===== config.mk =====
export PLATFORM = sky130hd
export DESIGN_NAME = lrs_sequencer
export DESIGN_NICKNAME = d
export VERILOG_FILES = /design/src/inc/lrs_pkg.sv /design/src/lrs_sequencer.sv
export SDC_FILE = /design/constraint.sdc
export NUM_CORES = 1
export LEC_CHECK = 0
export BUFFER_PORTS_ARGS = -buffer_cell sky130_fd_sc_hd__buf_2
export CORE_UTILIZATION = 40
export CTS_BUF_LIST = sky130_fd_sc_hd__clkbuf_4 sky130_fd_sc_hd__clkbuf_8 sky130_fd_sc_hd__clkbuf_16
export CTS_CLUSTER_SIZE = 14
export DETAILED_ROUTE_END_ITERATION = 10
export GPL_TIMING_DRIVEN = 0
export PLACE_DENSITY = 0.76
export SETUP_SLACK_MARGIN = 0.15
export SKIP_CTS_REPAIR_TIMING = 1
export SLEW_MARGIN = 20
export SYNTH_ARGS = -nofsm -noshare
export SYNTH_HDL_FRONTEND = slang
export SYNTH_SLANG_ARGS = --single-unit
export TNS_END_PERCENT = 1

===== constraint.sdc =====
create_clock -name sys_clk_i -period 3.8 [get_ports sys_clk_i]
set_input_delay 0.57 -clock sys_clk_i [delete_from_list [all_inputs] [get_ports sys_clk_i]]
set_output_delay 0.57 -clock sys_clk_i [all_outputs]
set_load 0.05 [all_outputs]

===== src/inc/lrs_pkg.sv =====
package lrs_pkg;
	localparam int ROWS = 8;
	localparam int COLS = 20;
	localparam int DOTS = ROWS * COLS;
	localparam int SLOT_W = 6;
	localparam int ROW_W = 3;
	localparam int ONT_W = 6;
	localparam int PRE_W = 3;
	localparam logic [SLOT_W-1:0] SLOT_LAST = 6'h3f;
	localparam logic [SLOT_W-1:0] BLANK_CYC = 6'h04;
	localparam logic [ONT_W-1:0] ON_MAX = 6'h3c;
	localparam logic [ROW_W-1:0] ROW_LAST = 3'h7;
	localparam logic [PRE_W-1:0] PRE_LAST = 3'h7;
	localparam logic [SLOT_W-1:0] SLOT_RST = 6'h00;
	localparam logic [ROW_W-1:0] ROW_RST = 3'h0;
	localparam logic [PRE_W-1:0] PRE_RST = 3'h0;
	localparam int PEAK_W = 2;
	typedef enum logic [0:0] {
		LRS_BLANK = 1'b0,
		LRS_LIT = 1'b1
	} lrs_phase_t;
endpackage


===== src/lrs_sequencer.sv =====
// Notes on behaviour
// - one full refresh takes exactly 512 refresh-clock cycles, then repeats
// - eight row drivers enabled strictly in turn, only one at a time
// - each row owns a 64-cycle slot; eight slots form the refresh
// - four blank cycles start each slot; row lit at most 60 cycles
// - 160 dots as 20 columns by 8 rows; active row drives columns
// - at most 20 LEDs lit at once, one row's columns only
// - brightness set by on-cycles per row within the 64-cycle slot
// - on-time and peak current come from separate inputs, each registered
// - refresh counters run on sys_clk_i, stepped by internal or external oscillator ticks
// - prescaler bit high divides external oscillator by 8, low passes
// - prescaler acts only on the external path, never internal
`timescale 1ns/10ps
module lrs_sequencer (
	input wire logic sys_clk_i,
	input wire logic nrst_i,
	input wire logic int_osc_tick_i,
	input wire logic ext_osc_tick_i,
	input wire logic ext_osc_select_i,
	input wire logic ext_clock_divider_select_i,
	input wire logic [lrs_pkg::ONT_W-1:0] on_cycles_i,
	input wire logic [lrs_pkg::PEAK_W-1:0] peak_current_i,
	input wire logic [lrs_pkg::DOTS-1:0] dots_i,
	output logic [lrs_pkg::ROWS-1:0] row_sink_o,
	output logic [lrs_pkg::COLS-1:0] col_src_o,
	output logic [lrs_pkg::PEAK_W-1:0] peak_current_o,
	output logic [lrs_pkg::ROW_W-1:0] row_index_o,
	output logic refresh_start_o
);
	import lrs_pkg::*;

	// prescaler and tick select
	logic [PRE_W-1:0] pre_q;
	logic [PRE_W-1:0] pre_d;
	logic ext_wrap;
	logic ext_tick;
	logic tick;

	// slot and row counters
	logic [SLOT_W-1:0] slot_q;
	logic [SLOT_W-1:0] slot_d;
	logic [ROW_W-1:0] row_q;
	logic [ROW_W-1:0] row_d;
	logic slot_wrap;
	logic row_wrap;

	// refresh start pulse
	logic start_q;
	logic start_d;

	// brightness settings
	logic [ONT_W-1:0] ont_q;
	logic [ONT_W-1:0] ont_d;
	logic [PEAK_W-1:0] peak_q;
	logic [PEAK_W-1:0] peak_d;

	// lit window
	lrs_phase_t phase;
	logic [SLOT_W:0] lit_pos;
	logic lit;

	// row decoder and column multiplexers
	logic [ROWS-1:0] row_hit;
	logic [COLS-1:0] col_pick;

	// output stage
	logic [ROWS-1:0] sink_q;
	logic [ROWS-1:0] sink_d;
	logic [COLS-1:0] col_q;
	logic [COLS-1:0] col_d;

	// divide by eight on external ticks only
	always_comb begin
		pre_d = pre_q;
		ext_wrap = (pre_q == PRE_LAST);
		if (ext_osc_tick_i && ext_clock_divider_select_i) begin
			if (ext_wrap) begin
				pre_d = PRE_RST;
			end else begin
				pre_d = pre_q + 3'h1;
			end
		end
	end

	always_ff @(posedge sys_clk_i or negedge nrst_i) begin
		if (!nrst_i) begin
			pre_q <= PRE_RST;
		end else begin
			pre_q <= pre_d;
		end
	end

	// refresh tick from the selected source
	always_comb begin
		ext_tick = 1'b0;
		if (ext_osc_tick_i) begin
			if (ext_clock_divider_select_i) begin
				ext_tick = ext_wrap;
			end else begin
				ext_tick = 1'b1;
			end
		end
		// internal tick never passes the prescaler
		tick = ext_osc_select_i ? ext_tick : int_osc_tick_i;
	end

	// slot within the row, row within the refresh
	always_comb begin
		slot_wrap = (slot_q == SLOT_LAST);
		row_wrap = (row_q == ROW_LAST);
		slot_d = slot_q;
		row_d = row_q;
		if (tick) begin
			if (slot_wrap) begin
				slot_d = SLOT_RST;
				if (row_wrap) begin
					row_d = ROW_RST;
				end else begin
					row_d = row_q + 3'h1;
				end
			end else begin
				slot_d = slot_q + 6'h01;
			end
		end
	end

	always_ff @(posedge sys_clk_i or negedge nrst_i) begin
		if (!nrst_i) begin
			slot_q <= SLOT_RST;
			row_q <= ROW_RST;
		end else begin
			slot_q <= slot_d;
			row_q <= row_d;
		end
	end

	// one pulse as the last row hands over to the first
	always_comb begin
		start_d = tick && slot_wrap && row_wrap;
	end

	always_ff @(posedge sys_clk_i or negedge nrst_i) begin
		if (!nrst_i) begin
			start_q <= 1'b0;
		end else begin
			start_q <= start_d;
		end
	end

	// on-time capped at sixty, peak code alongside
	always_comb begin
		if (on_cycles_i > ON_MAX) begin
			ont_d = ON_MAX;
		end else begin
			ont_d = on_cycles_i;
		end
		peak_d = peak_current_i;
	end

	always_ff @(posedge sys_clk_i or negedge nrst_i) begin
		if (!nrst_i) begin
			ont_q <= '0;
			peak_q <= '0;
		end else begin
			ont_q <= ont_d;
			peak_q <= peak_d;
		end
	end

	// blanking at slot start, then the on-time window
	always_comb begin
		phase = (slot_q < BLANK_CYC) ? LRS_BLANK : LRS_LIT;
		lit_pos = {1'b0, slot_q} - {1'b0, BLANK_CYC};
		lit = 1'b0;
		unique case (phase)
			LRS_BLANK: begin
				lit = 1'b0;
			end
			LRS_LIT: begin
				lit = (lit_pos < {1'b0, ont_q});
			end
		endcase
	end

	// one-of-eight row decoder
	for (genvar r = 0; r < ROWS; r++) begin : g_row
		assign row_hit[r] = (row_q == ROW_W'(r));
	end

	// eight-to-one multiplexer per column, selected by the row
	for (genvar c = 0; c < COLS; c++) begin : g_col
		logic [ROWS-1:0] col_bits;
		for (genvar r = 0; r < ROWS; r++) begin : g_bit
			assign col_bits[r] = dots_i[r*COLS + c];
		end
		assign col_pick[c] = col_bits[row_q];
	end

	// only the active row and its columns, only while lit
	always_comb begin
		sink_d = '0;
		col_d = '0;
		if (lit) begin
			sink_d = row_hit;
			col_d = col_pick;
		end
	end

	always_ff @(posedge sys_clk_i or negedge nrst_i) begin
		if (!nrst_i) begin
			sink_q <= '0;
			col_q <= '0;
		end else begin
			sink_q <= sink_d;
			col_q <= col_d;
		end
	end

	assign row_sink_o = sink_q;
	assign col_src_o = col_q;
	assign peak_current_o = peak_q;
	assign row_index_o = row_q;
	assign refresh_start_o = start_q;
endmodule


==> impl_results.md, run 1 <==
- Worst Setup End Kind: register
- Count of synthesis-stage warnings from yosys: 0
- Synthesized netlist net count: 452
- Sequential Power Share: 29.4%
- Avg Synthesized Cell Area: 12.4 µm²
- Pwr Density: approximately 560 nW/µm²
- Number of vias per cell: 5.14
- Power dissipated by switching net loads: 1170 µW
- Hold crit path type: in2async
- Highest-delay cell along the critical path: sky130_fd_sc_hd__dfrtp_1
- Worst-Margin Slew: about 600 ps
- Area share of and/or/nand/nor cells after synthesis: 10.8%
- Number of top-level pins: 208
- Cell types with the largest area share after synthesis: sky130_fd_sc_hd__dfrtp_1 (38%), sky130_fd_sc_hd__mux4_2 (28%), sky130_fd_sc_hd__ha_1 (6.2%)
- Largest family of logic cells by synthesized area: multiplexers
- Hold Violations, Final: 0
- Detailed router's first-iteration violation count: 125
- Signed area change from the synthesized netlist to the final layout: 39.0%
- Synth Cell Area: between 3000 and 4000 µm²
- Post-detailed-placement half-perimeter wirelength: 8.08 mm
- Count of buffering cells on the critical path with inverters included: 2
- Status: completed
- Maximum clock insertion buffer count: 2
- Share of synthesized area occupied by flip-flops and latches: roughly 38%
- Die Outline Area: 8480 µm²
- Instance area after placement: 4410 µm²
- Post-Layout Inst Area: 4510 µm²
- Synth Area in XOR/XNOR: 0.810%
- Yosys reg bits: 49
- Startpoint kind of the worst setup timing path: register
- Synth Flop Type: sky130_fd_sc_hd__dfrtp_1
- Total routing resource utilization after global routing: approximately 23%
- Data arrival time of the worst path: 2690 ps
- Ratio of final minimum period to clock period: 64.4%
- RSZ-0062 raised after global routing: no
- Post-synthesis instance total: 262
- Width of the die: 92.1 µm
- Adder-cell share of the synthesized area: about 6.2%
- Pleak: 0.00231 µW
- Total of buffers placed on input and output ports: 207
- Detailed-routing iteration count for the pre-antenna-repair pass: 4
- Multiplexer fraction of the synthesized cell area: 30.2%
- Final critical delay including setup and external delays: 2450 ps
- Proportion of netlist area held by the largest area contributor: 37.8%
- GPL Wtd Cong: just over 0.9
- Antenna-violating nets left: 0
- Number of sinks on the clock net: between 40 and 50
- Slew Viols, Final: 0
- Maximum number of pins on one net before global-route repair: 50
- Maximum level of the CTS H-tree: 2
- TritonCTS Buffers: 5
- Average wire per cell in the routed design: 16.7 µm
- Floorplan Core Area: 7770 µm²
- Area fraction in compound gates after synthesis: 8.02%
- Clock Pin Slew Worst Setup and Hold Paths: 110 ps
- Row cnt: 32
- Total number of nets in the final design: 666
- Vias in the first global route: between 3,000 and 4,000
- Number of distinct standard cells referenced by the synthesized netlist: 35
- First-pass GRT wire length: 14.8 mm
- Detailed Route WL: 9.69 mm
- Fraction of final layout cells with drive strength greater than 1: approximately three fifths
- Slew HR: around 59%
- Logic gate share of total power: between 50% and 60%
- Crit path max fanout: 10
- Peak Freq: 0.409 GHz
- Number of design rule violations left after detail routing: 0
- Diode count: 0
- Crit path cell chain: inv_1, ha_1, xor2_1, ha_1, a21o_1, a221oi_2, o21ai_4, buf_6, nor2_1
- Critical Path RT: 4040 ps
- Largest stage delay on the critical path: 480 ps
- Number of antenna violations at the first check in global routing: 0
- Root Buffer Master: sky130_fd_sc_hd__clkbuf_8
- Clock insertion delay at the later pin of the skew report: 320 ps
- TNS Setup: 0 ps
- Starting density of the core: 41.8%
- Via count: 2,976
- Proportion of power drawn by the clock network: around 14%
- Clock tree from TritonCTS: built
- Number of fillers in the final layout: 672
- Cell mode on critical path: sky130_fd_sc_hd__ha_1
- Count of endpoints failing setup in the final report: 0
- Power Internal: approximately 1300 µW
- Total gr overflow: 0
- Worst slack, placed: about 1400 ps
- Clock Skew: 18.7 ps
- Worst-case setup margin in the final layout: about 1400 ps
- Sw Share: 46.7%
- Peak supply drop: 0.305 mV
- Die height: 92.1 µm
- Max-Cap Viols: 0
- Dominant cell type by area after synthesis: sky130_fd_sc_hd__dfrtp_1
- Async set-reset flop share out of synthesis: 100%
- Count of flip-flops with a built-in enable after synthesis: 0
- Startpoint-to-endpoint class of the critical path: reg2reg
- Kind of cell with the highest combined delay on the critical path: compound AO/OA/AOI/OAI gates
-- final cells by class --
class,instances,area (µm²),share of cell area (%)
Inverter,14,52.6,1.17
Tap cell,102,128,2.83
Multi-Input combinational cell,177,1810,40.2
Timing Repair Buffer,207,1040,23.0
Sequential cell,49,1230,27.2
Buffer,22,151,3.36
Clock inverter,3,28.8,0.638
Clock buffer,5,68.8,1.53
-- through the flow --
step	std cells	power, µW	util (%)	hold WS (ps)
detailed placement	571	2190	56.7	503
global route	579	2660	58.0	305
finish	579	2510	58.0	255
floorplan	262	1800	-	274
global placement	571	2150	56.7	492
CTS	579	2530	58.0	354
-- metal layers --
layer,vias to the layer above,GRT usage [%],wire length [µm]
met4,0,8.20,190
met1,1447,26.2,3580
met3,16,5.64,711
met5,-,0,0
li1,1379,-,-
met2,134,42.4,5200
-- worst paths after layout --
check	startpoint	to	slack (ps)	depth (start not counted)
worst min-delay path	nrst_i	ont_q[4]	250	1
min in group sys_clk_i	peak_current_i[1]	peak_current_o[1]	370	1
worst max register to register	slot_q[2]	row_sink_o[4]	1350	9
max in group asynchronous	nrst_i	col_src_o[4]	3120	1
worst min register to register	pre_q[2]	pre_q[2]	520	1
worst max-delay path	slot_q[2]	row_sink_o[4]	1350	9
-- kinds of logic (layout without fill, tap and decap cells) --
logic type,after synthesis,in the layout
flops,49,49
simple gates,78,78
compound gates,33,33
buf+inv,36,251
fa+ha+maj,16,16
xor+xnor,3,3
mux,47,47
-- power groups by stage --
stage	combinational, µW	clock, µW	sequential, µW
after detailed placement	1440	0	749
after global placement	1400	0	745
after CTS	1450	348	740
final	1430	339	739
after global routing	1540	363	754
after floorplan	730	0	1070
-- flip-flops by register name (all words and copies together) (netlist names) --
register and cells:
col_src_o 20, row_sink_o 8, ont_q 6, slot_q 6
pre_q 3, row_index_o 3, peak_current_o 2, refresh_start_o 1
-- Yosys cell counts, types with 2 or more instances --
library cell	count
sky130_fd_sc_hd__dfrtp_1	49
sky130_fd_sc_hd__nand2_1	46
sky130_fd_sc_hd__mux4_2	40
sky130_fd_sc_hd__ha_1	16
sky130_fd_sc_hd__a21oi_2	15
sky130_fd_sc_hd__inv_1	14
sky130_fd_sc_hd__nor2_1	10
sky130_fd_sc_hd__buf_6	8
sky130_fd_sc_hd__clkbuf_1	7
sky130_fd_sc_hd__a21oi_1	6
sky130_fd_sc_hd__mux2_2	6
sky130_fd_sc_hd__a21o_1	5
sky130_fd_sc_hd__buf_2	4
sky130_fd_sc_hd__nor3_1	4
sky130_fd_sc_hd__nand3_1	3
sky130_fd_sc_hd__nor3b_1	3
sky130_fd_sc_hd__a31oi_1	2
sky130_fd_sc_hd__and2_1	2
sky130_fd_sc_hd__buf_1	2
sky130_fd_sc_hd__nand2b_1	2
sky130_fd_sc_hd__nor2b_1	2
sky130_fd_sc_hd__o21ai_0	2
sky130_fd_sc_hd__xor2_1	2
-- cell usage in the layout (no fill, tap or decap), types with 3 or more instances in the layout --
master	netlist	layout
sky130_fd_sc_hd__ha_1	16	16
sky130_fd_sc_hd__nor3b_1	3	3
sky130_fd_sc_hd__a21oi_1	6	6
sky130_fd_sc_hd__mux4_2	40	40
sky130_fd_sc_hd__a21o_1	5	5
sky130_fd_sc_hd__nor3_1	4	4
sky130_fd_sc_hd__a21oi_2	15	15
sky130_fd_sc_hd__dfrtp_1	49	49
sky130_fd_sc_hd__nand3_1	3	3
sky130_fd_sc_hd__nor2_1	10	10
sky130_fd_sc_hd__buf_6	8	8
sky130_fd_sc_hd__clkbuf_1	7	7
sky130_fd_sc_hd__clkbuf_8	0	5
sky130_fd_sc_hd__buf_2	4	210
sky130_fd_sc_hd__mux2_2	6	6
sky130_fd_sc_hd__nand2_1	46	46
sky130_fd_sc_hd__inv_1	14	14
-- worst register-to-register path: stages, from the launching register on --
cell	delay (ps)
sky130_fd_sc_hd__dfrtp_1	480
sky130_fd_sc_hd__inv_1	110
sky130_fd_sc_hd__ha_1	250
sky130_fd_sc_hd__xor2_1	160
sky130_fd_sc_hd__ha_1	300
sky130_fd_sc_hd__a21o_1	180
sky130_fd_sc_hd__a221oi_2	350
sky130_fd_sc_hd__o21ai_4	190
sky130_fd_sc_hd__buf_6	190
sky130_fd_sc_hd__nor2_1	160
(Power assumes the default switching activity.)
==> inputs of run 2 (changes only) <==
--- a/config.mk
+++ b/config.mk
@@ -5,6 +5,7 @@
 export SDC_FILE = /design/constraint.sdc
 export NUM_CORES = 1
 export LEC_CHECK = 0
+export ABC_AREA = 1
 export BUFFER_PORTS_ARGS = -buffer_cell sky130_fd_sc_hd__buf_2
 export CORE_UTILIZATION = 40
 export CTS_BUF_LIST = sky130_fd_sc_hd__clkbuf_4 sky130_fd_sc_hd__clkbuf_8 sky130_fd_sc_hd__clkbuf_16
==> constraint.sdc (replaced) <==
create_clock -name sys_clk_i -period 2.2 [get_ports sys_clk_i]
set_input_delay 0.33 -clock sys_clk_i [delete_from_list [all_inputs] [get_ports sys_clk_i]]
set_output_delay 0.33 -clock sys_clk_i [all_outputs]
set_load 0.05 [all_outputs]
==> run 2 against run 1 <==
  * Non-clock buffer count up 22
  * Maximum frequency up 25%
  * Via count up 45%
  * Largest cell class unchanged
==> impl_results.md, run 2 <==
- Status: completed
- TritonCTS Buffers: 5 (unchanged)
- Number of distinct standard cells referenced by the synthesized netlist: 24 (-31%)
- Sw Share: 50.3% (+3.6 points)
- Library cell with the highest instance count after synthesis: sky130_fd_sc_hd__nand2_1
- Number of vias per cell: 4.73 (-7.9%)
- Total routing resource utilization after global routing: 24.2% (+1.0 points)
- Kind of cell with the highest combined delay on the critical path: simple AND/OR/NAND/NOR gates
- Clock Pin Slew Worst Setup and Hold Paths: 90 ps (-20 ps)
- Share of synthesized area occupied by flip-flops and latches: 32.6% (-5.2 points)
- Pwr Density: 1000 nW/µm² (+80%)
- Total number of nets in the final design: 989 (+48%)
- Power Internal: 2540 µW (+90%)
- Vias in the first global route: 4,276 (+37%)
- Final critical delay including setup and external delays: 1960 ps (-485 ps)
- Pleak: 0.00299 µW (+30%)
- Power dissipated by switching net loads: 2570 µW (+120%)
- Synth Cell Area: 3760 µm² (+16%)
- Hold crit path type: in2async
- Data arrival time of the worst path: 2160 ps (-530 ps)
- Startpoint-to-endpoint class of the critical path: reg2reg
- Signed area change from the synthesized netlist to the final layout: 35.4%
- Floorplan Core Area: 9200 µm² (+18%)
- Critical Path RT: 2400 ps (-1640 ps)
- Sequential cell area in the final layout: 1230 µm² (+0.20%)
- Maximum level of the CTS H-tree: 2 (unchanged)
- Starting density of the core: 40.9% (-0.86 points)
- Ratio of final minimum period to clock period: 89.2% (+25 points)
- Multi-input gate area in the final layout: 2240 µm² (+23%)
- Count of endpoints failing setup in the final report: 0 (unchanged)
- Maximum clock insertion buffer count: 2 (unchanged)
- Synthesized netlist net count: 769 (+70%)
- Yosys reg bits: 49 (unchanged)
- Post-synth top cells: sky130_fd_sc_hd__nand2_1 (304), sky130_fd_sc_hd__nand3_1 (87), sky130_fd_sc_hd__dfrtp_1 (49)
- Worst Setup End Kind: register
- Number of antenna violations at the first check in global routing: 0 (unchanged)
- Diode count: 0 (unchanged)
- Crit path max fanout: 10 (unchanged)
- Width of the die: 99.0 µm (+7.5%)
- Worst-Margin Slew: 604 ps (-13.4 ps)
- Async set-reset flop share out of synthesis: 100% (unchanged)
- Startpoint kind of the worst setup timing path: register
- Most common cell after layout, fill and taps aside: sky130_fd_sc_hd__nand2_1
- Maximum number of pins on one net before global-route repair: 50 (unchanged)
- Crit path cell chain: inv_2, nand3_2, xor2_1, ha_1, nand3_1, a21oi_1, nand2_1, nand3_4, buf_12, nor2_4
- Proportion of netlist area held by the largest area contributor: 32.6% (-5.2 points)
- Sequential Power Share: 25.5% (-3.9 points)
- Post-synthesis instance total: 579 (+120%)
- Post-detailed-placement half-perimeter wirelength: 9.74 mm (+21%)
- Dominant cell type by area after synthesis: sky130_fd_sc_hd__dfrtp_1
- Die Outline Area: 9800 µm² (+16%)
- Slew Viols, Final: 0 (unchanged)
- Via count: 4,312 (+45%)
- Synth Flop Type: sky130_fd_sc_hd__dfrtp_1
- Root Buffer Master: sky130_fd_sc_hd__clkbuf_8
- Clock tree from TritonCTS: built
- Hold Violations, Final: 0 (unchanged)
- Number of fillers in the final layout: 961 (+43%)
- Antenna-violating nets left: 0 (unchanged)
- Most frequent cells in the layout: sky130_fd_sc_hd__nand2_1 (304), sky130_fd_sc_hd__buf_2 (231), sky130_fd_sc_hd__nand3_1 (87)
- GPL Wtd Cong: 0.871 (-4.5%)
- Detailed router's first-iteration violation count: 119 (-4.8%)
- Cell count after placement: 897 (+57%)
- Row cnt: 35 (+9.4%)
- RSZ-0062 raised after global routing: yes
- Peak supply drop: 0.464 mV (+52%)
- Fraction of final layout cells with drive strength greater than 1: 35.3% (-26 points)
- Clock insertion delay at the later pin of the skew report: 290 ps (-30 ps)
- TNS Setup: 0 ps (unchanged)
- Average wire per cell in the routed design: 12.9 µm (-23%)
- Largest stage delay on the critical path: 430 ps (-50 ps)
- Count of synthesis-stage warnings from yosys: 0 (unchanged)
- Die height: 99.0 µm (+7.5%)
- Max FFs per register: 20 (unchanged)
- Logic gate share of total power: 64.0% (+6.9 points)
- Clock Skew: 3.79 ps (-14.9 ps)
- Cell types with the largest area share after synthesis: sky130_fd_sc_hd__dfrtp_1 (33%), sky130_fd_sc_hd__nand2_1 (30%), sky130_fd_sc_hd__nand3_1 (12%)
- Number of design rule violations left after detail routing: 0 (unchanged)
- Count of flip-flops with a built-in enable after synthesis: 0 (unchanged)
- Number of sinks on the clock net: 49 (unchanged)
- First-pass GRT wire length: 19.1 mm (+29%)
- Peak Freq: 0.509 GHz (+25%)
- Avg Synthesized Cell Area: 6.50 µm² (-48%)
- Total of buffers placed on input and output ports: 207 (unchanged)
- Final core utilization: 55.4% (-2.6 points)
- Detailed-routing iteration count for the pre-antenna-repair pass: 4 (unchanged)
- Proportion of power drawn by the clock network: 10.4% (-3.1 points)
- Number of top-level pins: 208 (unchanged)
- Filler-free cell count of the finished design: 911 (+57%)
- Slew HR: 59.7% (+0.89 points)
- Highest-delay cell along the critical path: sky130_fd_sc_hd__dfrtp_2
- Count of buffering cells on the critical path with inverters included: 2 (unchanged)
- Detailed Route WL: 11.7 mm (+21%)
- Max-Cap Viols: 0 (unchanged)
- Total gr overflow: 0 (unchanged)
[run 2: power by group through the flow]
| stage | sequential (µW) | combinational [µW] | clock [µW] |
|---|---|---|---|
| 4_1_cts | 1310 | 3130 | 555 |
| 2_1_floorplan | 1930 | 1710 | 0 |
| 3_5_place_dp | 1330 | 3120 | 0 |
| 5_1_grt | 1330 | 3590 | 587 |
| 6_report | 1310 | 3280 | 533 |
| 3_3_place_gp | 1320 | 3050 | 0 |
[run 2: cells by family (layout without fill, tap and decap cells)]
group / count (synthesis) / count (layout) / share of synthesized area, %
AND/OR/NAND/NOR: 435 / 435 / 51.3
flip-flops: 49 / 49 / 32.6
buffers and inverters: 65 / 286 / 8.25
adder cells (fa/ha/maj): 16 / 16 / 5.32
AO/OA/AOI/OAI: 11 / 11 / 1.83
XOR/XNOR: 3 / 3 / 0.698
[run 2: through the flow]
stage	power [µW]	instance area, µm²	hold WS [ps]	setup slack [ps]
floorplan	3650	3760	34.4	356
global placement	4380	4940	441	186
detailed placement	4440	4940	450	143
CTS	4990	5030	137	125
global route	5500	5090	77.6	135
finish	5120	5090	35.3	237
[run 2: final timing paths]
path,start,end,slack [ps],cells after the start
min in group sys_clk_i,peak_current_i[0],peak_current_o[0],150,1
hold reg to reg,pre_q[1],pre_q[1],500,2
setup / recovery,slot_q[2],col_src_o[16],240,10
max in group asynchronous,nrst_i,slot_q[4],1720,1
setup reg to reg,slot_q[2],col_src_o[16],240,10
hold / removal,nrst_i,row_sink_o[0],40,1
[run 2: layer usage]
metal / GRT usage (%) / up-vias / share of wire (%)
li1: - / 2233 / -
met1: 28.6 / 1915 / 42
met2: 45.5 / 144 / 51
met3: 3.48 / 20 / 5.2
met4: 6.43 / 0 / 2.0
met5: 0 / - / 0
[run 2: cell type report]
class                   count  area share (%)
inverters                  27            2.04
plain buffers              38            4.05
clock buffers               7            1.65
clock inverters             1           0.147
repair buffers            213            21.3
multi-input cells         465            43.9
well taps                 111            2.73
flip-flops and latches     49            24.1
[run 2: worst reg2reg max path, stage by stage (launching register included)]
cell                      delay, ps
sky130_fd_sc_hd__dfrtp_2        430
sky130_fd_sc_hd__inv_2          110
sky130_fd_sc_hd__nand3_2        110
sky130_fd_sc_hd__xor2_1         150
sky130_fd_sc_hd__ha_1           330
sky130_fd_sc_hd__nand3_1         90
sky130_fd_sc_hd__a21oi_1        130
sky130_fd_sc_hd__nand2_1        100
sky130_fd_sc_hd__nand3_4        160
sky130_fd_sc_hd__buf_12         200
sky130_fd_sc_hd__nor2_4          40
